===== src/paru_defs.vh =====
/*
 Constants of the paged address relocation unit: register offsets,
 field positions, reset values and mode and access key codes.
 Assumes inclusion by bare name from the design files of the unit that use its constants.
*/
// Function
// - When enabled, 16-bit virtual addresses become 18-bit or 22-bit physical addresses.
// - Memory is handled in 64-byte blocks; pages span 1 to 128 blocks.
// - Each mapping set holds eight entries covering the whole 64 KB space.
// - A page may start at any 64-byte aligned physical address.
// - Accesses beyond the allocated length of a short page are refused.
// - Each page uses its own entry; entries may share physical regions.
// - Each page has an access key: read/write, read-only or nonresident.
// - Kernel, supervisor and user modes exist; kernel runs every instruction.
// - Supervisor has user privileges but its own mapping set.
// - Privileged instructions such as halt and reset are refused outside kernel.
// - Unit registers live in the I/O page; only kernel may change them.
// - With relocation on, vector fetches are kernel data references.
// - The two-word vector is relocated through the kernel page base registers.
// - Old counter and status go to the stack chosen by new status bits 15:14.
// - After a vectored transfer the new mode bits choose the mapping set.
// - Virtual address bits 15:13 pick one of eight entries of the set.
// - Each page base register holds the page start as a block number.
// - The access field decides complete, complete-then-trap, or abort; traps wait.
`ifndef PARU_DEFS_VH
`define PARU_DEFS_VH

`define PARU_OFF_CTRL   12'h100
`define PARU_OFF_STAT   12'h104
`define PARU_OFF_FADR   12'h108
`define PARU_MAP_SEL    8
`define PARU_MAP_DESC   7

`define PARU_CTRL_EN    0
`define PARU_CTRL_W22   1
`define PARU_CTRL_RST   2'h0
`define PARU_STAT_ABT   0
`define PARU_STAT_TRP   1

`define PARU_DESC_LEN_HI 14
`define PARU_DESC_LEN_LO 8

`define PARU_MODE_KER   2'h0
`define PARU_MODE_SUP   2'h1
`define PARU_MODE_USR   2'h3
`define PARU_MODE_HI    15
`define PARU_MODE_LO    14

`define PARU_BLK_BITS   6
`define PARU_KEY_RO_TRP 3'h1
`define PARU_KEY_RO     3'h2
`define PARU_KEY_RW_TRP 3'h4
`define PARU_KEY_RW     3'h5

`endif


===== src/paru_map_mem.v =====
/*
 Mapping entry store: one field per entry, byte-enabled write port and
 two read ports whose data come out of registers one cycle later.
 Assumes a single clock shared with the unit.
*/
`timescale 1ns/1ps
`default_nettype none
module paru_map_mem #(
    parameter WIDTH = 16,
    parameter AW    = 5
) (
    input  wire             clk_i,   // Clock
    input  wire             we_i,    // Write strobe
    input  wire [1:0]       be_i,    // Byte enables
    input  wire [AW-1:0]    wa_i,    // Write index
    input  wire [WIDTH-1:0] wd_i,    // Write data
    input  wire [AW-1:0]    ra_i,    // Translate read index
    output reg  [WIDTH-1:0] rd_o,    // Translate read data
    input  wire [AW-1:0]    rb_i,    // Bus read index
    output reg  [WIDTH-1:0] rbd_o    // Bus read data
);
    reg [WIDTH-1:0] mem_q [0:(1<<AW)-1];
    integer i;

    always @(posedge clk_i) begin
        for (i = 0; i < WIDTH; i = i + 1) begin
            if (we_i && be_i[i/8])
                mem_q[wa_i][i] <= wd_i[i];
        end
        rd_o  <= mem_q[ra_i];
        rbd_o <= mem_q[rb_i];
    end
endmodule // paru_map_mem
`default_nettype wire


===== src/paru_mode_ctl.v =====
/*
 Execution mode tracking: current mode, stack choice on vectored
 transfers and the privileged instruction check.
 Assumes the core presents status loads and vector words as pulses.
*/
`timescale 1ns/1ps
`default_nettype none
`include "paru_defs.vh"
module paru_mode_ctl #(
    parameter SUP_EN = 1
) (
    input  wire        clk_i,         // Clock
    input  wire        rst_i,         // Sync reset
    input  wire        stat_load_i,     // Status word load
    input  wire [15:0] stat_i,          // Loaded status word
    input  wire        vec_stat_valid_i,// Vector status strobe
    input  wire [15:0] vec_stat_i,      // Status word from vector
    input  wire        priv_instr_i,  // Privileged instruction
    output reg  [1:0]  cur_mode_o,    // Current mode
    output reg  [1:0]  stack_mode_o,  // Push stack mode
    output reg         stack_push_o,  // Push pulse
    output reg         priv_fault_o,  // Refused instruction
    output wire        mode_ok_o      // Mode has a set
);
    wire [1:0] vec_mode = vec_stat_i[`PARU_MODE_HI:`PARU_MODE_LO];

    assign mode_ok_o = (cur_mode_o == `PARU_MODE_KER) ||
                       (cur_mode_o == `PARU_MODE_USR) ||
                       (SUP_EN != 0 && cur_mode_o == `PARU_MODE_SUP);

    always @(posedge clk_i) begin
        if (rst_i) begin
            cur_mode_o   <= `PARU_MODE_KER;
            stack_mode_o <= `PARU_MODE_KER;
            stack_push_o <= 1'b0;
            priv_fault_o <= 1'b0;
        end else begin
            stack_push_o <= vec_stat_valid_i;
            priv_fault_o <= priv_instr_i && (cur_mode_o != `PARU_MODE_KER);
            if (vec_stat_valid_i) begin
                stack_mode_o <= vec_mode;
                cur_mode_o   <= vec_mode;
            end else if (stat_load_i) begin
                cur_mode_o <= stat_i[`PARU_MODE_HI:`PARU_MODE_LO];
            end
        end
    end
endmodule // paru_mode_ctl
`default_nettype wire


===== src/paru_top.v =====
/*
 Paged address relocation unit: Wishbone register slave, mapping
 store, two-stage translation pipeline, access checks and trap hold.
 Assumes the core shares clk_i and issues at most one reference a cycle.
*/
// Design decisions made here: register access over Wishbone and the placing of the registers.
`timescale 1ns/1ps
`default_nettype none
`include "paru_defs.vh"
module paru_top #(
    parameter SUP_EN = 1,
    parameter PAGES  = 8
) (
    input  wire        clk_i,          // Clock
    input  wire        rst_i,          // Sync reset
    input  wire        wb_cyc_i,       // Bus cycle
    input  wire        wb_stb_i,       // Bus strobe
    input  wire        wb_we_i,        // Bus write
    input  wire [11:0] wb_adr_i,       // Byte address
    input  wire [3:0]  wb_sel_i,       // Byte enables
    input  wire [31:0] wb_dat_i,       // Write data
    output reg  [31:0] wb_dat_o,       // Read data
    output reg         wb_ack_o,       // Acknowledge
    input  wire        req_valid_i,    // Reference valid
    input  wire [15:0] req_vaddr_i,    // Virtual address
    input  wire        req_write_i,    // Write reference
    input  wire        req_vector_i,   // Vector fetch
    output reg         resp_valid_o,   // Result pulse
    output reg  [21:0] resp_paddr_o,   // Physical address
    output reg         resp_abort_o,   // Reference aborted
    output reg         resp_trap_o,    // Trap noted
    input  wire        instr_done_i,   // Instruction end
    output reg         trap_req_o,     // Deferred trap
    input  wire        stat_load_i,      // Status load
    input  wire [15:0] stat_i,           // Status word
    input  wire        vec_stat_valid_i, // Vector status
    input  wire [15:0] vec_stat_i,       // Vector status word
    input  wire        priv_instr_i,   // Privileged instr
    output wire        priv_fault_o,   // Refused instr
    output wire [1:0]  cur_mode_o,     // Current mode
    output wire [1:0]  stack_mode_o,   // Push stack
    output wire        stack_push_o    // Push pulse
);
    localparam PW = $clog2(PAGES);
    localparam AW = PW + 2;

    reg  [1:0]  ctrl_q;
    reg         abt_q;
    reg         trp_q;
    reg  [18:0] fadr_q;
    reg         s1_valid_q;
    reg  [15:0] s1_vaddr_q;
    reg         s1_write_q;
    reg         s1_ok_q;
    reg  [1:0]  s1_mode_q;
    wire        mode_ok;
    wire [15:0] base_rd;
    wire [9:0]  desc_rd;
    wire [15:0] base_bd;
    wire [9:0]  desc_bd;
    wire        en = ctrl_q[`PARU_CTRL_EN];
    wire        w22 = ctrl_q[`PARU_CTRL_W22];

    // Bus decode
    wire        wb_req = wb_cyc_i && wb_stb_i;
    wire        is_map = !wb_adr_i[`PARU_MAP_SEL] &&
                         (wb_adr_i[11:9] == 3'h0);
    wire        is_desc = wb_adr_i[`PARU_MAP_DESC];
    wire [AW-1:0] wb_idx = wb_adr_i[AW+1:2];
    wire        wb_kern = (cur_mode_o == `PARU_MODE_KER);
    wire        wb_wr = wb_req && wb_we_i && wb_ack_o && wb_kern;
    wire        we_base = wb_wr && is_map && !is_desc;
    wire        we_desc = wb_wr && is_map && is_desc;
    wire        we_ctrl = wb_wr && (wb_adr_i == `PARU_OFF_CTRL);
    wire        we_stat = wb_wr && (wb_adr_i == `PARU_OFF_STAT);
    wire [9:0]  desc_wd = {wb_dat_i[`PARU_DESC_LEN_HI:`PARU_DESC_LEN_LO],
                           wb_dat_i[2:0]};

    wire [1:0]  sel_mode = (req_vector_i && en) ? `PARU_MODE_KER
                                                : cur_mode_o;
    wire [AW-1:0] tr_idx = {sel_mode, req_vaddr_i[15:16-PW]};
    wire        sel_ok = req_vector_i || mode_ok;

    paru_mode_ctl #(
        .SUP_EN (SUP_EN)
    ) u_mode (
        .clk_i          (clk_i),
        .rst_i          (rst_i),
        .stat_load_i      (stat_load_i),
        .stat_i           (stat_i),
        .vec_stat_valid_i (vec_stat_valid_i),
        .vec_stat_i       (vec_stat_i),
        .priv_instr_i   (priv_instr_i),
        .cur_mode_o     (cur_mode_o),
        .stack_mode_o   (stack_mode_o),
        .stack_push_o   (stack_push_o),
        .priv_fault_o   (priv_fault_o),
        .mode_ok_o      (mode_ok)
    );

    paru_map_mem #(
        .WIDTH (16),
        .AW    (AW)
    ) u_base (
        .clk_i (clk_i),
        .we_i  (we_base),
        .be_i  (wb_sel_i[1:0]),
        .wa_i  (wb_idx),
        .wd_i  (wb_dat_i[15:0]),
        .ra_i  (tr_idx),
        .rd_o  (base_rd),
        .rb_i  (wb_idx),
        .rbd_o (base_bd)
    );

    paru_map_mem #(
        .WIDTH (10),
        .AW    (AW)
    ) u_desc (
        .clk_i (clk_i),
        .we_i  (we_desc),
        .be_i  (wb_sel_i[1:0]),
        .wa_i  (wb_idx),
        .wd_i  (desc_wd),
        .ra_i  (tr_idx),
        .rd_o  (desc_rd),
        .rb_i  (wb_idx),
        .rbd_o (desc_bd)
    );

    // Stage one capture
    always @(posedge clk_i) begin
        if (rst_i) begin
            s1_valid_q <= 1'b0;
            s1_vaddr_q <= 16'h0000;
            s1_write_q <= 1'b0;
            s1_ok_q    <= 1'b0;
            s1_mode_q  <= `PARU_MODE_KER;
        end else begin
            s1_valid_q <= req_valid_i;
            if (req_valid_i) begin
                s1_vaddr_q <= req_vaddr_i;
                s1_write_q <= req_write_i;
                s1_ok_q    <= sel_ok;
                s1_mode_q  <= sel_mode;
            end
        end
    end

    // Translation and checks
    wire [2:0]  key_code = desc_rd[2:0];
    wire [6:0]  plen = desc_rd[9:3];
    wire [6:0]  vblk = s1_vaddr_q[12:`PARU_BLK_BITS];
    // page of 1 to 128 blocks
    wire        len_bad = (vblk > plen);
    wire [21:0] sum = {base_rd, {`PARU_BLK_BITS{1'b0}}} +
                      {9'h000, s1_vaddr_q[12:0]};
    wire [21:0] io_pg = {6'h3f, s1_vaddr_q};
    reg         key_abt;
    reg         key_trp;

    always @* begin
        key_abt = 1'b1;
        key_trp = 1'b0;
        case (key_code)
            `PARU_KEY_RO_TRP: begin
                key_abt = s1_write_q;
                key_trp = !s1_write_q;
            end
            `PARU_KEY_RO: begin
                key_abt = s1_write_q;
            end
            `PARU_KEY_RW_TRP: begin
                key_abt = 1'b0;
                key_trp = 1'b1;
            end
            `PARU_KEY_RW: begin
                key_abt = 1'b0;
            end
            default: begin
                key_abt = 1'b1;
            end
        endcase
    end

    wire        abt_n = en && (!s1_ok_q || key_abt || len_bad);
    wire        trp_n = en && !abt_n && key_trp;
    reg  [21:0] pa_n;

    always @* begin
        if (!en) begin
            pa_n = (s1_vaddr_q[15:13] == 3'h7) ? io_pg
                                               : {6'h00, s1_vaddr_q};
        end else begin
            pa_n = sum;
        end
        if (!w22)
            pa_n[21:18] = 4'h0;
    end

    // Result registers
    always @(posedge clk_i) begin
        if (rst_i) begin
            resp_valid_o <= 1'b0;
            resp_paddr_o <= 22'h000000;
            resp_abort_o <= 1'b0;
            resp_trap_o  <= 1'b0;
        end else begin
            resp_valid_o <= s1_valid_q;
            if (s1_valid_q) begin
                resp_paddr_o <= pa_n;
                resp_abort_o <= abt_n;
                resp_trap_o  <= trp_n;
            end else begin
                resp_abort_o <= 1'b0;
                resp_trap_o  <= 1'b0;
            end
        end
    end

    // Deferred trap and fault status
    always @(posedge clk_i) begin
        if (rst_i) begin
            trp_q      <= 1'b0;
            trap_req_o <= 1'b0;
            abt_q      <= 1'b0;
            fadr_q     <= 19'h00000;
        end else begin
            trap_req_o <= instr_done_i && trp_q;
            if (resp_valid_o && resp_trap_o)
                trp_q <= 1'b1;
            else if (instr_done_i)
                trp_q <= 1'b0;
            if (resp_valid_o && resp_abort_o)
                abt_q <= 1'b1;
            else if (we_stat && wb_sel_i[0] && wb_dat_i[`PARU_STAT_ABT])
                abt_q <= 1'b0;
            if (s1_valid_q && abt_n)
                fadr_q <= {s1_mode_q, s1_write_q, s1_vaddr_q};
        end
    end

    // Control register and bus answer
    always @(posedge clk_i) begin
        if (rst_i) begin
            ctrl_q   <= `PARU_CTRL_RST;
            wb_ack_o <= 1'b0;
        end else begin
            wb_ack_o <= wb_req && !wb_ack_o;
            if (we_ctrl && wb_sel_i[0])
                ctrl_q <= wb_dat_i[1:0];
        end
    end

    always @* begin
        wb_dat_o = 32'h00000000;
        if (wb_ack_o && !wb_we_i) begin
            if (is_map && !is_desc)
                wb_dat_o = {16'h0000, base_bd};
            else if (is_map)
                wb_dat_o = {17'h00000, desc_bd[9:3], 5'h00, desc_bd[2:0]};
            else if (wb_adr_i == `PARU_OFF_CTRL)
                wb_dat_o = {30'h00000000, ctrl_q};
            else if (wb_adr_i == `PARU_OFF_STAT)
                wb_dat_o = {26'h0000000, cur_mode_o, 2'h0, trp_q, abt_q};
            else if (wb_adr_i == `PARU_OFF_FADR)
                wb_dat_o = {13'h0000, fadr_q};
        end
    end
endmodule // paru_top
`default_nettype wire


===== config.mk =====
export PLATFORM = sky130hd
export DESIGN_NAME = paru_top
export DESIGN_NICKNAME = d
export VERILOG_FILES = /design/src/paru_map_mem.v /design/src/paru_mode_ctl.v /design/src/paru_top.v
export VERILOG_INCLUDE_DIRS = /design/src
export SDC_FILE = /design/constraint.sdc
export NUM_CORES = 1
export LEC_CHECK = 0
export ABC_AREA = 0
export BUFFER_PORTS_ARGS = -buffer_cell sky130_fd_sc_hd__buf_2
export CORE_MARGIN = 3
export CORE_UTILIZATION = 54
export DETAILED_ROUTE_END_ITERATION = 16
export PLACE_DENSITY = 0.8
export SLEW_MARGIN = 15
export SYNTH_ARGS = -nofsm -noshare
export SYNTH_HDL_FRONTEND = slang
export SYNTH_SLANG_ARGS = --single-unit

===== constraint.sdc =====
create_clock -name clk_i -period 2.1 [get_ports clk_i]
set_input_delay 0.315 -clock clk_i [delete_from_list [all_inputs] [get_ports clk_i]]
set_output_delay 0.315 -clock clk_i [all_outputs]
set_load 0.01 [all_outputs]

==> qor.txt <==
Core area = 0.0794 mm²
Flop pwr share = 49.8%
Max VDD drop = 0.000671 V
Syn_area_per_cell = 18.0 µm²
Clk pwr share = 41.6%
Most common cell after layout, fill and taps aside = edfxtp_1
Drt pass-1 iters = 12
Leak pwr = 0.0176 µW
Switching Share = 23.0%
Max_slew headroom = 48.6%
EDFF count, synth = 832
DIE WIDTH = 290 µm
Final instance area = 0.0519 mm²
Ys async rst share = 0%
H-tree Lvls = 3
Pre-CTS setup slack = -0.169 ns
Pwr per Cell Area = 818 mW/mm²
Clock root buffer = clkbuf_16
Synth Cell Area = 0.0434 mm²
Layout area overhead = 19.5%
GRT Overall Usage = 30.3%
CTS max path bufs = 3
Post-synth top flop = edfxtp_1
Max cap viols = 0
Setup-failing EPs final = 20
Total wire length = 127000 µm
Std-Cell Rows = 103
Min setup slack post-route = -0.189 ns
Post-Synthesis Cells = 2418
Vias = 28100
TritonCTS clock tree = built
Post-DR wirelength/cell = 32.3 µm
Antenna violations before repair = 5
Die H = 290 µm
Most frequent cells in the layout = edfxtp_1 (832), mux4_2 (416), buf_4 (254), nor2_1 (187), mux2i_1 (156)
Sw Pwr = 9740 µW
Final min period = 2.29 ns
Largest net degree at the start of global routing = 66
Crit path launch type = input port
Clk Latency, worst-skew pair = 0.67 ns
Slew @ Worst Pin = 0.771 ns
Full die area = 0.0839 mm²
Num ports = 173
Number of buffers created by CTS = 97
Outcome = finished, violations left
Failing checks = setup timing
Critical path class = in -> out
Setup Total Neg Slack = -1.68 ns
FMAX = 437 MHz
Reg clk slew, reported paths = 0.06 ns
Port bufs = 113
Detailed-route DRC error count = 0
Total power draw = 42400 µW
Num Clock Sinks = 961
Worst-path maximum fanout = 9
Worst-case clock skew = 0.0493 ns
Placed inst area = 0.0481 mm²
Yosys Warn Count = 0
Library cells used by synthesis = 61
Critical path capture point type = output port
Routed Antenna Nets = 0
Final HPWL DP = 85000 µm
Final Hold Violating Endpoints = 0
Hold Crit Class = in -> reg
P_int = 32700 µW
Initial core utilization = 54.7%
NumNets Final = 2934
Final Wtd Congestion = 0.974
Fin Hold WS = 0.0462 ns
DRT iter0 DRCs = 4525
Arrival time worst endpoint = 1.97 ns
Register area share after synthesis = 63.5%
Vias/cell = 7.12
Combinational share of power = 8.6%
Number of synthesized register bits = 961
Critical Path RT = 1.78 ns
Share of cells above drive strength 1 = 37.9%
Global-route wire length before repair = 185000 µm
Max-slew violations = 0
RSZ-0062 raised after global routing = true
GRT overflow = 0
Final period util = 109%
Vias in the first global route = 27700
==> area by class of cell <==
class / count / area (µm²)
Sequential cell: 961 / 27600
Antenna cell: 2 / 5.00
Tap cell: 1050 / 1310
Clock inverter: 53 / 515
Clock buffer: 127 / 2760
Inverter: 16 / 60.1
Multi-Input combinational cell: 1258 / 15200
Timing Repair Buffer: 477 / 4470
Fill cell: 5006 / 27500
==> metal layers <==
metal / vias to the layer above / global-route usage [%] / share of wire [%]
li1: 10800 / - / -
met1: 14200 / 40.5 / 35
met2: 2537 / 47.6 / 47
met3: 450 / 7.43 / 13
met4: 4 / 13.9 / 5.2
met5: - / 0 / 0.041
==> per-stage QoR <==
stage | utilization, % | cells
floorplan | - | 2430
global placement | 60.6 | 3732
detailed placement | 60.6 | 3732
CTS | 65.2 | 3939
global route | 65.4 | 3942
finish | 65.4 | 3944
==> what timing repair did <==
action / CTS / global route
resized for setup: 24 / 31
setup buffers: 2 / 4
endpoints found under the setup margin: 29 / 405
hold endpoints to repair: 24 / 0
hold buffers: 23 / 0
gates cloned: 2 / 0
pin swaps: 8 / 14
==> state kept, by name, summed over array words and instances (netlist names), 2 cells and up <==
name / flops
resp_paddr_o: 22
u_base.rd_o: 16
fadr_q: 19
u_desc.rbd_o: 10
s1_mode_q: 2
u_desc.rd_o: 10
u_mode.cur_mode_o: 2
ctrl_q: 2
u_base.mem_q: 512
u_mode.stack_mode_o: 2
s1_vaddr_q: 16
u_desc.mem_q: 320
u_base.rbd_o: 16
==> power by group through the flow <==
stage / registers, µW / logic [µW] / clock network [µW]
5_1_grt: 21100 / 3810 / 18500
3_5_place_dp: 21500 / 3460 / 0
6_report: 21100 / 3660 / 17600
2_1_floorplan: 21400 / 1940 / 0
3_3_place_gp: 21500 / 3370 / 0
4_1_cts: 21100 / 3560 / 17800
==> synth_stat cells (5+ instances only) <==
cell type  instances  share of area [%]
buf_1             17               0.15
a22o_1            26               0.52
mux2i_1          157                3.6
clkbuf_1          95               0.82
a21oi_2            8               0.16
and3_1             8               0.12
buf_4             32               0.55
nand2b_1           7               0.10
dfxtp_1          129                5.9
nand4_1           32               0.46
nor2_1           215                1.9
nand3_1           13               0.15
a311oi_1           6               0.12
a211oi_1           8               0.14
o21ai_0           26               0.30
edfxtp_1         832                 58
nand2_1           68               0.59
a22oi_1          110                1.9
mux4_2           416                 22
inv_1             15               0.13
a221oi_1          27               0.54
nor2b_1           12               0.17
nor3_1             8              0.092
xnor2_1            5               0.10
a21oi_1           27               0.31
nor3b_1            6               0.10
ha_1              14               0.40
buf_2             46               0.53
==> worst paths after layout <==
kind | start | depth (start not counted) | slack (ns) | endpoint
worst max-delay path | wb_adr_i[1] | 8 | -0.19 | wb_dat_o[4]
worst min-delay path | rst_i | 2 | 0.05 | s1_vaddr_q[15]$_SDFFE_PP0P_
worst min register to register | trp_q$_SDFFE_PP0P_ | 2 | 0.47 | trap_req_o$_SDFF_PP0_
worst max register to register | u_mode.cur_mode_o[1]$_SDFFE_PP0P_ | 5 | -0.02 | u_base.rd_o[15]$_DFF_P_
==> critical path: stages <==
cell	delay (ns)
buf_6	0.09
or4b_4	0.54
nor4_4	0.19
and3_4	0.25
buf_12	0.13
a22oi_1	0.10
a21oi_1	0.19
buf_2	0.16
==> logic make-up after synthesis <==
family,after synthesis,synth area share (%)
simple gates,388,4.01
compound gates,260,4.39
mux,574,25.2
buf+inv,211,2.30
flops,961,63.5
xor+xnor,8,0.161
fa+ha+maj,15,0.449
other cells,1,0.00863
No activity file was read; power rests on OpenSTA's default activity.
